===== config.mk =====
export PLATFORM = sky130hd
export DESIGN_NAME = gpirq_top
export DESIGN_NICKNAME = d
export VERILOG_FILES = /design/src/verilog/gpirq_top.v
export VERILOG_INCLUDE_DIRS = /design/src /design/src/pkg
export SDC_FILE = /design/constraint.sdc
export NUM_CORES = 1
export LEC_CHECK = 0
export ABC_AREA = 1
export CORE_MARGIN = 1.5
export CORE_UTILIZATION = 45
export CTS_CLUSTER_DIAMETER = 80
export CTS_CLUSTER_SIZE = 28
export DETAILED_ROUTE_END_ITERATION = 10
export DONT_BUFFER_PORTS = 1
export HOLD_SLACK_MARGIN = 0.15
export PLACE_DENSITY = 0.7
export REMOVE_ABC_BUFFERS = 1
export SETUP_SLACK_MARGIN = 0.3
export SKIP_CTS_REPAIR_TIMING = 1
export SYNTH_ARGS = -nofsm -noshare
export SYNTH_HDL_FRONTEND = slang
export SYNTH_SLANG_ARGS = --single-unit

===== constraint.sdc =====
create_clock -name clk_in -period 6.1 [get_ports clk_in]
set_input_delay 0.305 -clock clk_in [delete_from_list [all_inputs] [get_ports clk_in]]
set_output_delay 0.305 -clock clk_in [all_outputs]
set_load 0.02 [all_outputs]

===== src/pkg/gpirq_consts.vh =====
// Offsets, field positions, GP0 modes and reset values for the GPIO interrupt pin block
`ifndef GPIRQ_CONSTS_VH
`define GPIRQ_CONSTS_VH

// ==========================================================================
// Register offsets (word addresses on the plain register port)
`define GPIRQ_ADDR_W           4
`define GPIRQ_OFS_DIR          4'h0
`define GPIRQ_OFS_OUT          4'h1
`define GPIRQ_OFS_IN           4'h2
`define GPIRQ_OFS_IRQ_EN       4'h3
`define GPIRQ_OFS_POL          4'h4
`define GPIRQ_OFS_STATUS       4'h5
`define GPIRQ_OFS_MASK         4'h6
`define GPIRQ_OFS_CTRL         4'h7

// ==========================================================================
// Field positions
`define GPIRQ_IRQ_EN_LSB       4
`define GPIRQ_POL_LSB          0
`define GPIRQ_STAT_NMI         0
`define GPIRQ_STAT_EXT_LSB     4
`define GPIRQ_CTRL_GP0_LSB     0
`define GPIRQ_CTRL_GP8_SEL     2
`define GPIRQ_CTRL_SWIRQ       3

// ==========================================================================
// GP0 modes
`define GPIRQ_GP0_INPUT        2'h0
`define GPIRQ_GP0_OUTPUT       2'h1
`define GPIRQ_GP0_SWIRQ        2'h2

// ==========================================================================
// Reset values
`define GPIRQ_RST_DIR          16'h0000
`define GPIRQ_RST_OUT          16'h0000
`define GPIRQ_RST_IRQ_EN       8'h00
`define GPIRQ_RST_POL          4'h0
`define GPIRQ_RST_MASK         8'h00
`define GPIRQ_RST_CTRL         4'h0

`endif


===== src/verilog/gpirq_top.v =====
// GPIO, external interrupt and NMI pin logic with a plain register port
// ==========================================================================
module gpirq_top (
   // Clock and reset
   input  wire        clk_in,
   input  wire        reset_in,
   // Register port
   input  wire [3:0]  reg_addr_in,
   input  wire [15:0] reg_wdata_in,
   input  wire        reg_write_in,
   input  wire        reg_read_in,
   output reg  [15:0] reg_rdata_out,
   // Pins
   input  wire        nmi_pin_in,
   input  wire        pci_enable_in,
   input  wire [15:0] gpio_pin_in,
   output reg  [15:0] gpio_pin_out,
   output reg  [15:0] gpio_pin_oe_out,
   // PCI side of the shared pins
   output reg         pci_reset_out,
   output reg         pci_clock_out,
   output reg         pci_grant_out,
   output reg         pci_idsel_out,
   output reg         pci_cbe3_out,
   input  wire        pci_inta_in,
   input  wire        pci_request_in,
   input  wire        pci_cbe3_in,
   input  wire        pci_cbe3_oe_in,
   // Serial port 2 clock and interrupts
   output reg         serial2_ext_clock_out,
   output reg         nmi_event_out,
   output reg         software_irq_out,
   output reg         irq_out
);

`include "gpirq_consts.vh"

   // ==========================================================================
   // Pin synchronisers: three stages, a change counts when stages 2 and 3 agree
   reg [16:0] sync1_reg;
   reg [16:0] sync2_reg;
   reg [16:0] sync3_reg;
   reg [16:0] stable_reg;
   wire [16:0] raw_pins = {nmi_pin_in, gpio_pin_in};
   wire [16:0] stable_next;

   genvar gi;
   generate
      for (gi = 0; gi < 17; gi = gi + 1) begin : g_sync
         assign stable_next[gi] = (sync2_reg[gi] == sync3_reg[gi]) ?
                                  sync3_reg[gi] : stable_reg[gi];
      end
   endgenerate

   always @(posedge clk_in or posedge reset_in) begin
      if (reset_in) begin
         sync1_reg  <= 17'h0_0000;
         sync2_reg  <= 17'h0_0000;
         sync3_reg  <= 17'h0_0000;
         stable_reg <= 17'h0_0000;
      end else begin
         sync1_reg  <= raw_pins;
         sync2_reg  <= sync1_reg;
         sync3_reg  <= sync2_reg;
         stable_reg <= stable_next;
      end
   end

   // ==========================================================================
   // Software registers
   reg [15:0] dir_reg;
   reg [15:0] out_reg;
   reg [7:0]  irq_en_reg;
   reg [3:0]  pol_reg;
   reg [7:0]  status_reg;
   reg [7:0]  mask_reg;
   reg [3:0]  ctrl_reg;

   wire [1:0] gp0_mode = ctrl_reg[`GPIRQ_CTRL_GP0_LSB +: 2];
   wire       gp8_sel  = ctrl_reg[`GPIRQ_CTRL_GP8_SEL];

   // ==========================================================================
   // Edge detection
   wire       nmi_rise = stable_next[16] & ~stable_reg[16];
   // Inverting by the polarity turns a falling edge into a rising one
   wire [3:0] ext_now  = stable_next[7:4] ^ pol_reg;
   wire [3:0] ext_old  = stable_reg[7:4] ^ pol_reg;
   // Polarity 0 rising, 1 falling; pins used as interrupts must be inputs
   wire [3:0] ext_edge = ext_now & ~ext_old &
                         irq_en_reg[`GPIRQ_IRQ_EN_LSB +: 4] & ~dir_reg[7:4];

   wire [7:0] events = {ext_edge, 3'h0, nmi_rise};
   wire       wr = reg_write_in;
   wire       status_rd = reg_read_in && (reg_addr_in == `GPIRQ_OFS_STATUS);

   always @(posedge clk_in or posedge reset_in) begin
      if (reset_in) begin
         dir_reg     <= `GPIRQ_RST_DIR;
         out_reg     <= `GPIRQ_RST_OUT;
         irq_en_reg  <= `GPIRQ_RST_IRQ_EN;
         pol_reg     <= `GPIRQ_RST_POL;
         status_reg  <= 8'h00;
         mask_reg    <= `GPIRQ_RST_MASK;
         ctrl_reg    <= `GPIRQ_RST_CTRL;
      end else begin
         if (wr && reg_addr_in == `GPIRQ_OFS_DIR)
            dir_reg <= reg_wdata_in;
         if (wr && reg_addr_in == `GPIRQ_OFS_OUT)
            out_reg <= reg_wdata_in;
         if (wr && reg_addr_in == `GPIRQ_OFS_IRQ_EN)
            irq_en_reg <= reg_wdata_in[7:0];
         if (wr && reg_addr_in == `GPIRQ_OFS_POL)
            pol_reg <= reg_wdata_in[3:0];
         if (wr && reg_addr_in == `GPIRQ_OFS_MASK)
            mask_reg <= reg_wdata_in[7:0];
         if (wr && reg_addr_in == `GPIRQ_OFS_CTRL)
            ctrl_reg <= reg_wdata_in[3:0];
         // Read clears, but a new event in the same cycle survives
         status_reg <= (status_rd ? 8'h00 : status_reg) | events;
      end
   end

   // ==========================================================================
   // Pin muxing
   reg [15:0] pin_out_next;
   reg [15:0] pin_oe_next;
   always @* begin
      pin_out_next = out_reg;
      pin_oe_next  = dir_reg;
      // Pins 7..4 and 3 plain GPIO; 2..1 not owned here
      pin_oe_next[2:1] = 2'h0;
      case (gp0_mode)
         `GPIRQ_GP0_INPUT: begin
            pin_oe_next[0] = 1'b0;
         end
         `GPIRQ_GP0_OUTPUT: begin
            pin_oe_next[0] = 1'b1;
         end
         `GPIRQ_GP0_SWIRQ: begin
            pin_oe_next[0]  = 1'b1;
            pin_out_next[0] = ctrl_reg[`GPIRQ_CTRL_SWIRQ];
         end
         default: begin
            pin_oe_next[0] = 1'b0;
         end
      endcase
      if (!gp8_sel)
         pin_oe_next[8] = 1'b0;
      if (pci_enable_in) begin
         pin_oe_next[15:9]  = 7'h00;
         pin_oe_next[13]    = 1'b1;
         pin_out_next[13]   = pci_inta_in;
         pin_oe_next[11]    = 1'b1;
         pin_out_next[11]   = pci_request_in;
         pin_oe_next[10]    = pci_cbe3_oe_in;
         pin_out_next[10]   = pci_cbe3_in;
      end
   end

   always @(posedge clk_in or posedge reset_in) begin
      if (reset_in) begin
         gpio_pin_out          <= 16'h0000;
         gpio_pin_oe_out       <= 16'h0000;
         pci_reset_out         <= 1'b0;
         pci_clock_out         <= 1'b0;
         pci_grant_out         <= 1'b0;
         pci_idsel_out         <= 1'b0;
         pci_cbe3_out          <= 1'b0;
         serial2_ext_clock_out <= 1'b0;
         nmi_event_out         <= 1'b0;
         software_irq_out      <= 1'b0;
         irq_out               <= 1'b0;
         reg_rdata_out         <= 16'h0000;
      end else begin
         gpio_pin_out    <= pin_out_next;
         gpio_pin_oe_out <= pin_oe_next;
         // PCI inputs held low unless PCI owns the pins
         pci_reset_out   <= pci_enable_in & stable_reg[15];
         pci_clock_out   <= pci_enable_in & stable_reg[14];
         pci_grant_out   <= pci_enable_in & stable_reg[12];
         pci_cbe3_out    <= pci_enable_in & stable_reg[10];
         pci_idsel_out   <= pci_enable_in & stable_reg[9];
         serial2_ext_clock_out <= ~gp8_sel & stable_reg[8];
         nmi_event_out    <= nmi_rise;
         software_irq_out <= (gp0_mode == `GPIRQ_GP0_SWIRQ) &
                             ctrl_reg[`GPIRQ_CTRL_SWIRQ];
         // NMI bit bypasses the mask
         irq_out <= |(status_reg & (mask_reg | 8'h01));
         reg_rdata_out <= 16'h0000;
         if (reg_read_in) begin
            case (reg_addr_in)
               `GPIRQ_OFS_DIR:    reg_rdata_out <= dir_reg;
               `GPIRQ_OFS_OUT:    reg_rdata_out <= out_reg;
               `GPIRQ_OFS_IN:     reg_rdata_out <= stable_reg[15:0];
               `GPIRQ_OFS_IRQ_EN: reg_rdata_out <= {8'h00, irq_en_reg};
               `GPIRQ_OFS_POL:    reg_rdata_out <= {12'h000, pol_reg};
               `GPIRQ_OFS_STATUS: reg_rdata_out <= {8'h00, status_reg};
               `GPIRQ_OFS_MASK:   reg_rdata_out <= {8'h00, mask_reg};
               `GPIRQ_OFS_CTRL:   reg_rdata_out <= {12'h000, ctrl_reg};
               default:           reg_rdata_out <= 16'h0000;
            endcase
         end
      end
   end

endmodule // gpirq_top

After elaboration in Yosys (flattened, before gate mapping)
Index checks and enable logic that the tools add are counted.
{"block": "word_totals", "register_bits": 187, "input_bits": 46, "output_inout_bits": 57, "elab_cells": 104}
{"block": "classes", "eq_ne": 26, "n_mux": 14, "bitwise": 19, "reduce_logical": 10}
{"operator": "$pmux W16 S8", "count": 1}
{"operator": "$eq A1 B1 Y1", "count": 17}
{"operator": "$eq A4 B3 Y1 const B", "count": 4}
{"operator": "$mux W16", "count": 1}
{"operator": "$and A4 B4 Y4", "count": 3}
{"operator": "$mux W1", "count": 9}
{"operator": "$and A1 B1 Y1", "count": 8}
{"operator": "$and A8 B8 Y8", "count": 1}
{"operator": "$eq A4 B2 Y1 const B", "count": 2}
{"operator": "$mux W8", "count": 1}
{"operator": "$not A4 Y4", "count": 2}
{"operator": "$or A8 B8 Y8", "count": 1}
{"operator": "$reduce_or A8 Y1", "count": 1}
{"operator": "$xor A4 B4 Y4", "count": 2}
{"operator": "$logic_and A1 B1 Y1", "count": 7}
{"operator": "$mux W7", "count": 1}
{"operator": "$eq A4 B1 Y1 const B", "count": 1}
{"operator": "$logic_not A4 Y1", "count": 1}
{"operator": "$eq A2 B1 Y1 const B", "count": 1}
{"operator": "$eq A2 B2 Y1 const B", "count": 1}
{"operator": "$mux W2", "count": 1}
{"operator": "$not A1 Y1", "count": 2}
{"operator": "$reduce_or A2 Y1", "count": 1}

Depth between registers and ports, before layout
Gate-level depths: netlist (run 1).
{"block": "depth", "depth_word": 7, "depth_mapped": 8}

Worst setup path after synthesis (run 1)
No wires, ideal clock.
{"block": "synth_timing", "path_type": "input-to-reg", "from": "in reg_addr_in[3]", "to": "reg reg_rdata_out[1]", "setup_ns": 0.078, "t_arrival_ns": 1.150, "required_time_ns": 6.022, "setup_slack_ns": 4.872, "cell_stages": 7, "path_buffers": 2, "path_cell_list": "nor2_1 buf_2 buf_4 nand3_1 nand2_1 nor2_1 a21oi_1"}
{"block": "synth_via", "elab_chain_len": 3}
{"item": "start: declaration", "line": "gpirq_top.v:8", "text": "input wire [3:0] reg_addr_in,"}
{"item": "$eq A4 B3 Y1, or another cell as far along", "line": "gpirq_top.v:191", "text": "case (reg_addr_in)"}
{"item": "$pmux W16 S8 *", "line": "gpirq_top.v:191"}
{"item": "$mux W16 *", "line": "gpirq_top.v:190", "text": "if (reg_read_in) begin"}
{"item": "end signal: assignment", "line": "gpirq_top.v:192", "text": "`GPIRQ_OFS_DIR: reg_rdata_out <= dir_reg;"}
{"item": "end signal: assignment", "line": "gpirq_top.v:193", "text": "`GPIRQ_OFS_OUT: reg_rdata_out <= out_reg;"}
{"item": "end signal: assignment", "line": "gpirq_top.v:194", "text": "`GPIRQ_OFS_IN: reg_rdata_out <= stable_reg[15:0];"}
{"item": "end: declaration", "line": "gpirq_top.v:12", "text": "output reg [15:0] reg_rdata_out,"}
Mark *: on every way between the ends. The rest lies on a longest branch, timed or not.
A chain may end at the register's enable or synchronous reset.

==> impl_summary.log, run 1 <==
[metrics] hold-critical path endpoint: out_reg[0]
[metrics] hold path start: reg_wdata_in[0]
[metrics] total number of yosys warnings: 0
[metrics] fin. max-slew vios: 0
[metrics] via count normalized by instance count: 5.094
[metrics] clock sink count: 184
[metrics] FF+latch count, synth: 184
[metrics] via count of the first global-routing pass: 4297
[metrics] DIE HEIGHT: 124.1 µm
[metrics] Post-Synthesis Cell Area: 6596 µm²
[metrics] Routability Congestion: 0.8473
[metrics] Routed Antenna Nets: 0
[metrics] Synth area leader: dfrtp_1
[metrics] clock buffer count from CTS: 17
[metrics] clk root buf: clkbuf_16
[metrics] 1st-pass router iterations: 6
[metrics] final-stage net count: 709
[metrics] I/O pin count: 103
[metrics] combinational cell fraction of total power: 8.0%
[metrics] TritonCTS clock tree: built
[metrics] reg-to-reg critical path startpoint: sync2_reg[4]
[metrics] final sum of negative setup slack: 0 ns
[metrics] number of antenna violations at the first check in global routing: 0
[metrics] Post-synth ARST share: 100.0%
[metrics] worst slew slack as a fraction of its limit: 23.05%
[metrics] commonest cells in the synthesized netlist: 184 x dfrtp_1, 158 x nand2_1, 65 x nand3_1, 59 x inv_1, 43 x o21ai_0
[metrics] relative contribution of the clock network to total power: 36.7%
[metrics] H-tree depth: 4
[metrics] data arrival at the endpoint of the critical path: 2.45 ns
[metrics] worst reg2reg endpoint: status_reg[4]
[metrics] end-of-flow core utilization: 53.43%
[metrics] cells after synthesis: 621
[metrics] total core area: 14420 µm²
[metrics] area share of the largest cell type after synthesis: 69.80%
[metrics] leakage power summed over all cells: 0.003832 µW
[metrics] kind of end point of the critical path: async pin
[metrics] Starting Density: 45.73%
[metrics] unrepaired setup endpoints after global routing: false
[metrics] proportion of synthesized chip area in sequential cells: 69.80%
[metrics] final critical-path required period: 1.971 ns
[metrics] number of cells traversed by the worst hold path: 2
[metrics] switching power total: 748.8 µW
[metrics] detailed-route wire length per cell: 16.35 µm
[metrics] detailed-route via count: 4371
[metrics] Crit Path Class: input pin to async pin
[metrics] Finished Layout Cells: 858
[metrics] data required time of the worst path: 6.58 ns
[metrics] violation count after the first detailed-route iteration: 497
[metrics] DRC violations left: 0
[metrics] slew of the pin with the lowest slew margin: 1.150 ns
[metrics] Min-Delay Path Class: input pin to flop
[metrics] share of the cycle needed by the critical path after routing: 32.32%
[metrics] share of cells above drive strength 1: 6.825%
[metrics] Worst Path Max Fanout: 126
[metrics] Clock Skew: 0.01007 ns
[metrics] number of buffers on the longest clock path: 2
[metrics] power density cells: 366.5 nW/µm²
[metrics] DIE AREA: 15390 µm²
[metrics] mean instance size in the synthesized netlist: 10.62 µm²
[metrics] total global routing overflow: 0
[metrics] most common flop cell mapped by yosys: dfrtp_1
[metrics] reg-to-reg setup timing slack: 5.12 ns
[metrics] clock slew at the register clock pins of the worst setup and hold paths: 0.07 ns
[metrics] DIE WIDTH: 124.1 µm
[metrics] number of failing hold endpoints at the final stage: 0
[metrics] IO buf count: 0
[metrics] HPWL reported at the end of detailed placement: 8862 µm
[metrics] count of final setup violators: 0
[metrics] Post-synth EDFFs: 0
[metrics] fraction of power consumed by sequential logic: 55.4%
[metrics] dpl cells: 787
[metrics] Power Internal: 2076 µW
[metrics] # Max-Cap Violations: 0
[metrics] filler instances: 1243
[metrics] leading cell types by total area after synthesis: dfrtp_1 70%, nand2_1 9.0%, nand3_1 4.9%
[metrics] wirelength, routed: 14030 µm
[metrics] Achievable Freq: 507.3 MHz
[metrics] Hold Slack: 0.1270 ns
[metrics] Worst setup SP type: input pin
[metrics] number of distinct standard cells referenced by the synthesized netlist: 23
[metrics] highest ir drop seen on vdd: 0.1978 mV
[metrics] run status: finished clean
[metrics] number of antenna repair diodes: 0
[metrics] depth of the most critical reg-to-reg path: 3
[metrics] Area after DPL: 6746 µm²
[metrics] global-route wire length before repair: 22160 µm
[metrics] overall global routing resource usage: 19.50%
[metrics] largest net degree at the start of global routing: 127
[metrics] std cell rows: 44
[metrics] most frequent cell after synthesis: dfrtp_1
[metrics] switching power share of the total: 26.51%
[metrics] worst skew pair latency: 0.43 ns
[metrics] Synth-to-Final Area Change: 16.82%
[metrics] Finished Cell Area: 7706 µm²
how the worst max path moves through the flow:
stage	startpoint	end	slack [ns]	depth (start not counted)
detailed placement	reg_addr_in[3]	dir_reg[5]	3.82	4
floorplan	reset_in	ctrl_reg[0]	0.79	1
global route	reset_in	dir_reg[5]	3.79	3
CTS	reg_addr_in[3]	dir_reg[5]	4.27	4
finish	reset_in	irq_en_reg[5]	4.13	3
global placement	reg_addr_in[3]	dir_reg[14]	3.96	4
final cells by class:
type / instances / area [µm²] / share of cell area [%]
flip-flops and latches: 184 / 4604 / 59.75
multi-input cells: 352 / 1640 / 21.29
clock buffers: 23 / 488.0 / 6.332
repair buffers: 44 / 430.4 / 5.585
inverters: 63 / 241.5 / 3.134
well taps: 184 / 230.2 / 2.988
clock inverters: 8 / 71.32 / 0.9255
power groups by stage:
stage / logic (µW) / clock network, µW / registers, µW
global placement: 190 / 0 / 1580
finish: 225 / 1040 / 1560
global route: 266 / 1120 / 1580
CTS: 204 / 1060 / 1560
floorplan: 157 / 0 / 1540
detailed placement: 202 / 0 / 1580
per-stage QoR:
step                      setup slack (ns)  total power [µW]
after floorplan                     0.7946              1699
after detailed placement             3.818              1785
after global placement               3.960              1765
after CTS                            4.266              2825
after global routing                 3.795              2965
final                                4.129              2825
cells by family (layout without fill, tap and decap cells):
logic type / count (synthesis) / after routing / share of synthesized area, %
AO/OA/AOI/OAI: 76 / 76 / 6.051
adder cells (fa/ha/maj): 13 / 13 / 2.011
AND/OR/NAND/NOR: 261 / 261 / 16.65
other: 1 / 2 / 0.05685
flip-flops: 184 / 184 / 69.80
buffers and inverters: 86 / 138 / 5.425
placed cells by master (no fill, tap or decap), types with 2 or more instances in the layout:
cell type,n
conb_1,2
nand2_1,158
o21ai_1,20
a21oi_1,8
dlygate4sd3_1,40
nor2_2,2
buf_4,4
clkinv_2,5
maj3_1,12
nor2_1,29
clkbuf_1,2
o2111ai_1,4
nand3_2,2
or2_2,2
inv_2,4
nand3_1,65
dfrtp_1,184
clkbuf_16,17
clkinv_4,2
inv_1,58
clkbuf_8,4
o21ai_0,43
worst max-delay path: stages:
cell and delay (ns):
dlygate4sd3_1 0.58, clkinv_4 0.72, buf_4 0.73
layer usage:
metal,track usage (%),up-vias,routed length [µm]
li1,-,2060,-
met2,29.50,155,6881
met1,25.28,2124,5809
met4,9.872,0,408
met5,0,-,0
met3,6.273,32,927
(Power assumes the default switching activity.)
==> run 2: changes to the inputs <==
==> constraint.sdc (replaced) <==
create_clock -name clk_in -period 1.9 [get_ports clk_in]
set_input_delay 0.095 -clock clk_in [delete_from_list [all_inputs] [get_ports clk_in]]
set_output_delay 0.095 -clock clk_in [all_outputs]
set_load 0.02 [all_outputs]
==> impl_summary.log, run 2 (synthesis results as in run 1) <==
[metrics] largest net degree at the start of global routing: 62
[metrics] Achievable Freq: 705.5 MHz
[metrics] worst skew pair latency: 0.43 ns
[metrics] final sum of negative setup slack: 0 ns
[metrics] TritonCTS clock tree: built
[metrics] HPWL reported at the end of detailed placement: 9068 µm
[metrics] share of the cycle needed by the critical path after routing: 74.61%
[metrics] share of cells above drive strength 1: 8.128%
[metrics] H-tree depth: 4
[metrics] relative contribution of the clock network to total power: 38.1%
[metrics] total core area: 14420 µm²
[metrics] number of antenna violations at the first check in global routing: 0
[metrics] overall global routing resource usage: 18.90%
[metrics] Worst setup SP type: input pin
[metrics] fraction of power consumed by sequential logic: 53.7%
[metrics] highest ir drop seen on vdd: 0.6151 mV
[metrics] switching power share of the total: 26.21%
[metrics] Power Internal: 6893 µW
[metrics] data required time of the worst path: 2.27 ns
[metrics] filler instances: 1210
[metrics] Routability Congestion: 0.8710
[metrics] DIE WIDTH: 124.1 µm
[metrics] slew of the pin with the lowest slew margin: 0.6041 ns
[metrics] unrepaired setup endpoints after global routing: false
[metrics] wirelength, routed: 14100 µm
[metrics] data arrival at the endpoint of the critical path: 1.79 ns
[metrics] clock buffer count from CTS: 17
[metrics] area taken by flip-flops and latches: 4604 µm²
[metrics] end-of-flow core utilization: 54.88%
[metrics] via count of the first global-routing pass: 4300
[metrics] IO buf count: 0
[metrics] count of final setup violators: 0
[metrics] std cell rows: 44
[metrics] total area of multi-input combinational cells: 1640 µm²
[metrics] 1st-pass router iterations: 5
[metrics] Crit Path Class: input pin to flop
[metrics] most common cell after layout, fill and taps aside: dfrtp_1
[metrics] # Max-Cap Violations: 0
[metrics] via count normalized by instance count: 5.133
[metrics] number of buffers on the longest clock path: 2
[metrics] clock sink count: 184
[metrics] Worst Path Max Fanout: 12
[metrics] leading cell types in the layout, fill and taps excluded: 184 x dfrtp_1, 158 x nand2_1, 65 x nand3_1
[metrics] kind of end point of the critical path: flop
[metrics] run status: finished clean
[metrics] global-route wire length before repair: 21620 µm
[metrics] final-stage net count: 724
[metrics] Routed Antenna Nets: 0
[metrics] detailed-route via count: 4481
[metrics] power density cells: 1180 nW/µm²
[metrics] switching power total: 2449 µW
[metrics] combinational cell fraction of total power: 8.2%
[metrics] leakage power summed over all cells: 0.003925 µW
[metrics] Min-Delay Path Class: input pin to flop
[metrics] clock slew at the register clock pins of the worst setup and hold paths: 0.07 ns
[metrics] Clock Skew: 0.004914 ns
[metrics] detailed-route wire length per cell: 16.15 µm
[metrics] violation count after the first detailed-route iteration: 520
[metrics] worst slew slack as a fraction of its limit: 59.59%
[metrics] total global routing overflow: 0
[metrics] power consumption: 9342 µW
[metrics] number of antenna repair diodes: 0
[metrics] clk root buf: clkbuf_16
[metrics] DRC violations left: 0
[metrics] fin. max-slew vios: 0
[metrics] DIE HEIGHT: 124.1 µm
[metrics] final critical-path required period: 1.417 ns
[metrics] number of failing hold endpoints at the final stage: 0
[metrics] DIE AREA: 15390 µm²
[metrics] Starting Density: 45.73%
[metrics] I/O pin count: 103
[metrics] Synth-to-Final Area Change: 19.99%
run 2: cell types whose count changed in the layout (fill, tap and decap cells not counted), moves of 2 or more:
cell,change
buf_12,+3
bufinv_16,+2
clkbuf_8,-2
clkinvlp_4,+4
dlygate4sd3_1,+6
clkinv_2,-3
buf_4,+6
run 2: worst paths after layout:
check                      cells past startpoint            from  slack (ns)           endpoint
max                                            8  reg_addr_in[3]        0.48  reg_rdata_out[10]
min reg2reg                                    0    sync1_reg[5]        0.35       sync2_reg[5]
min in group asynchronous                      3        reset_in        0.21     stable_reg[13]
max in group asynchronous                      3        reset_in        0.90      sync3_reg[13]
max reg2reg                                    5  stable_reg[10]        0.56  reg_rdata_out[10]
min                                            5  reg_addr_in[0]        0.11   reg_rdata_out[0]
run 2: power by group through the flow:
stage               logic, µW  clock network, µW  registers, µW
floorplan                 505                  0           4950
global placement          638                  0           5060
detailed placement        669                  0           5080
CTS                       678               3640           5010
global route              892               3780           5070
finish                    766               3560           5010
run 2: area by class of cell:
type,instances,share of cell area (%)
Clock buffer,20,5.770
Clock inverter,11,1.850
Inverter,63,3.051
Multi-Input combinational cell,352,20.72
Sequential cell,184,58.17
Tap cell,184,2.909
Timing Repair Buffer,59,7.525
run 2: per-stage QoR:
| step | cells | worst slack, ns | hold WS, ns | instance area (µm²) |
|---|---|---|---|---|
| 4_1_cts | 826 | 0.8047 | -0.4976 | 7435 |
| 6_report | 873 | 0.4825 | 0.1107 | 7915 |
| 5_1_grt | 873 | 0.3511 | 0.1508 | 7915 |
| 3_3_place_gp | 795 | 0.4850 | -0.03308 | 6832 |
| 3_5_place_dp | 795 | 0.3955 | -0.03491 | 6832 |
| 2_1_floorplan | 599 | -3.195 | 0.1264 | 6479 |
run 2: routing by layer:
metal | wire [µm] | up-vias | global-route usage, % | share of wire, %
li1 | - | 2085 | - | -
met4 | 348 | 0 | 8.452 | 2.5
met5 | 0 | - | 0 | 0
met1 | 5928 | 2197 | 23.93 | 42
met3 | 1050 | 26 | 5.586 | 7.4
met2 | 6771 | 173 | 30.15 | 48
run 2: critical path, cell delays in order:
cell           delay (ns)
nor2_2               0.43
nand2_1              0.23
inv_2                0.20
nand2_1              0.08
nand3_1              0.09
nand2_1              0.05
inv_1                0.06
dlygate4sd3_1        0.54
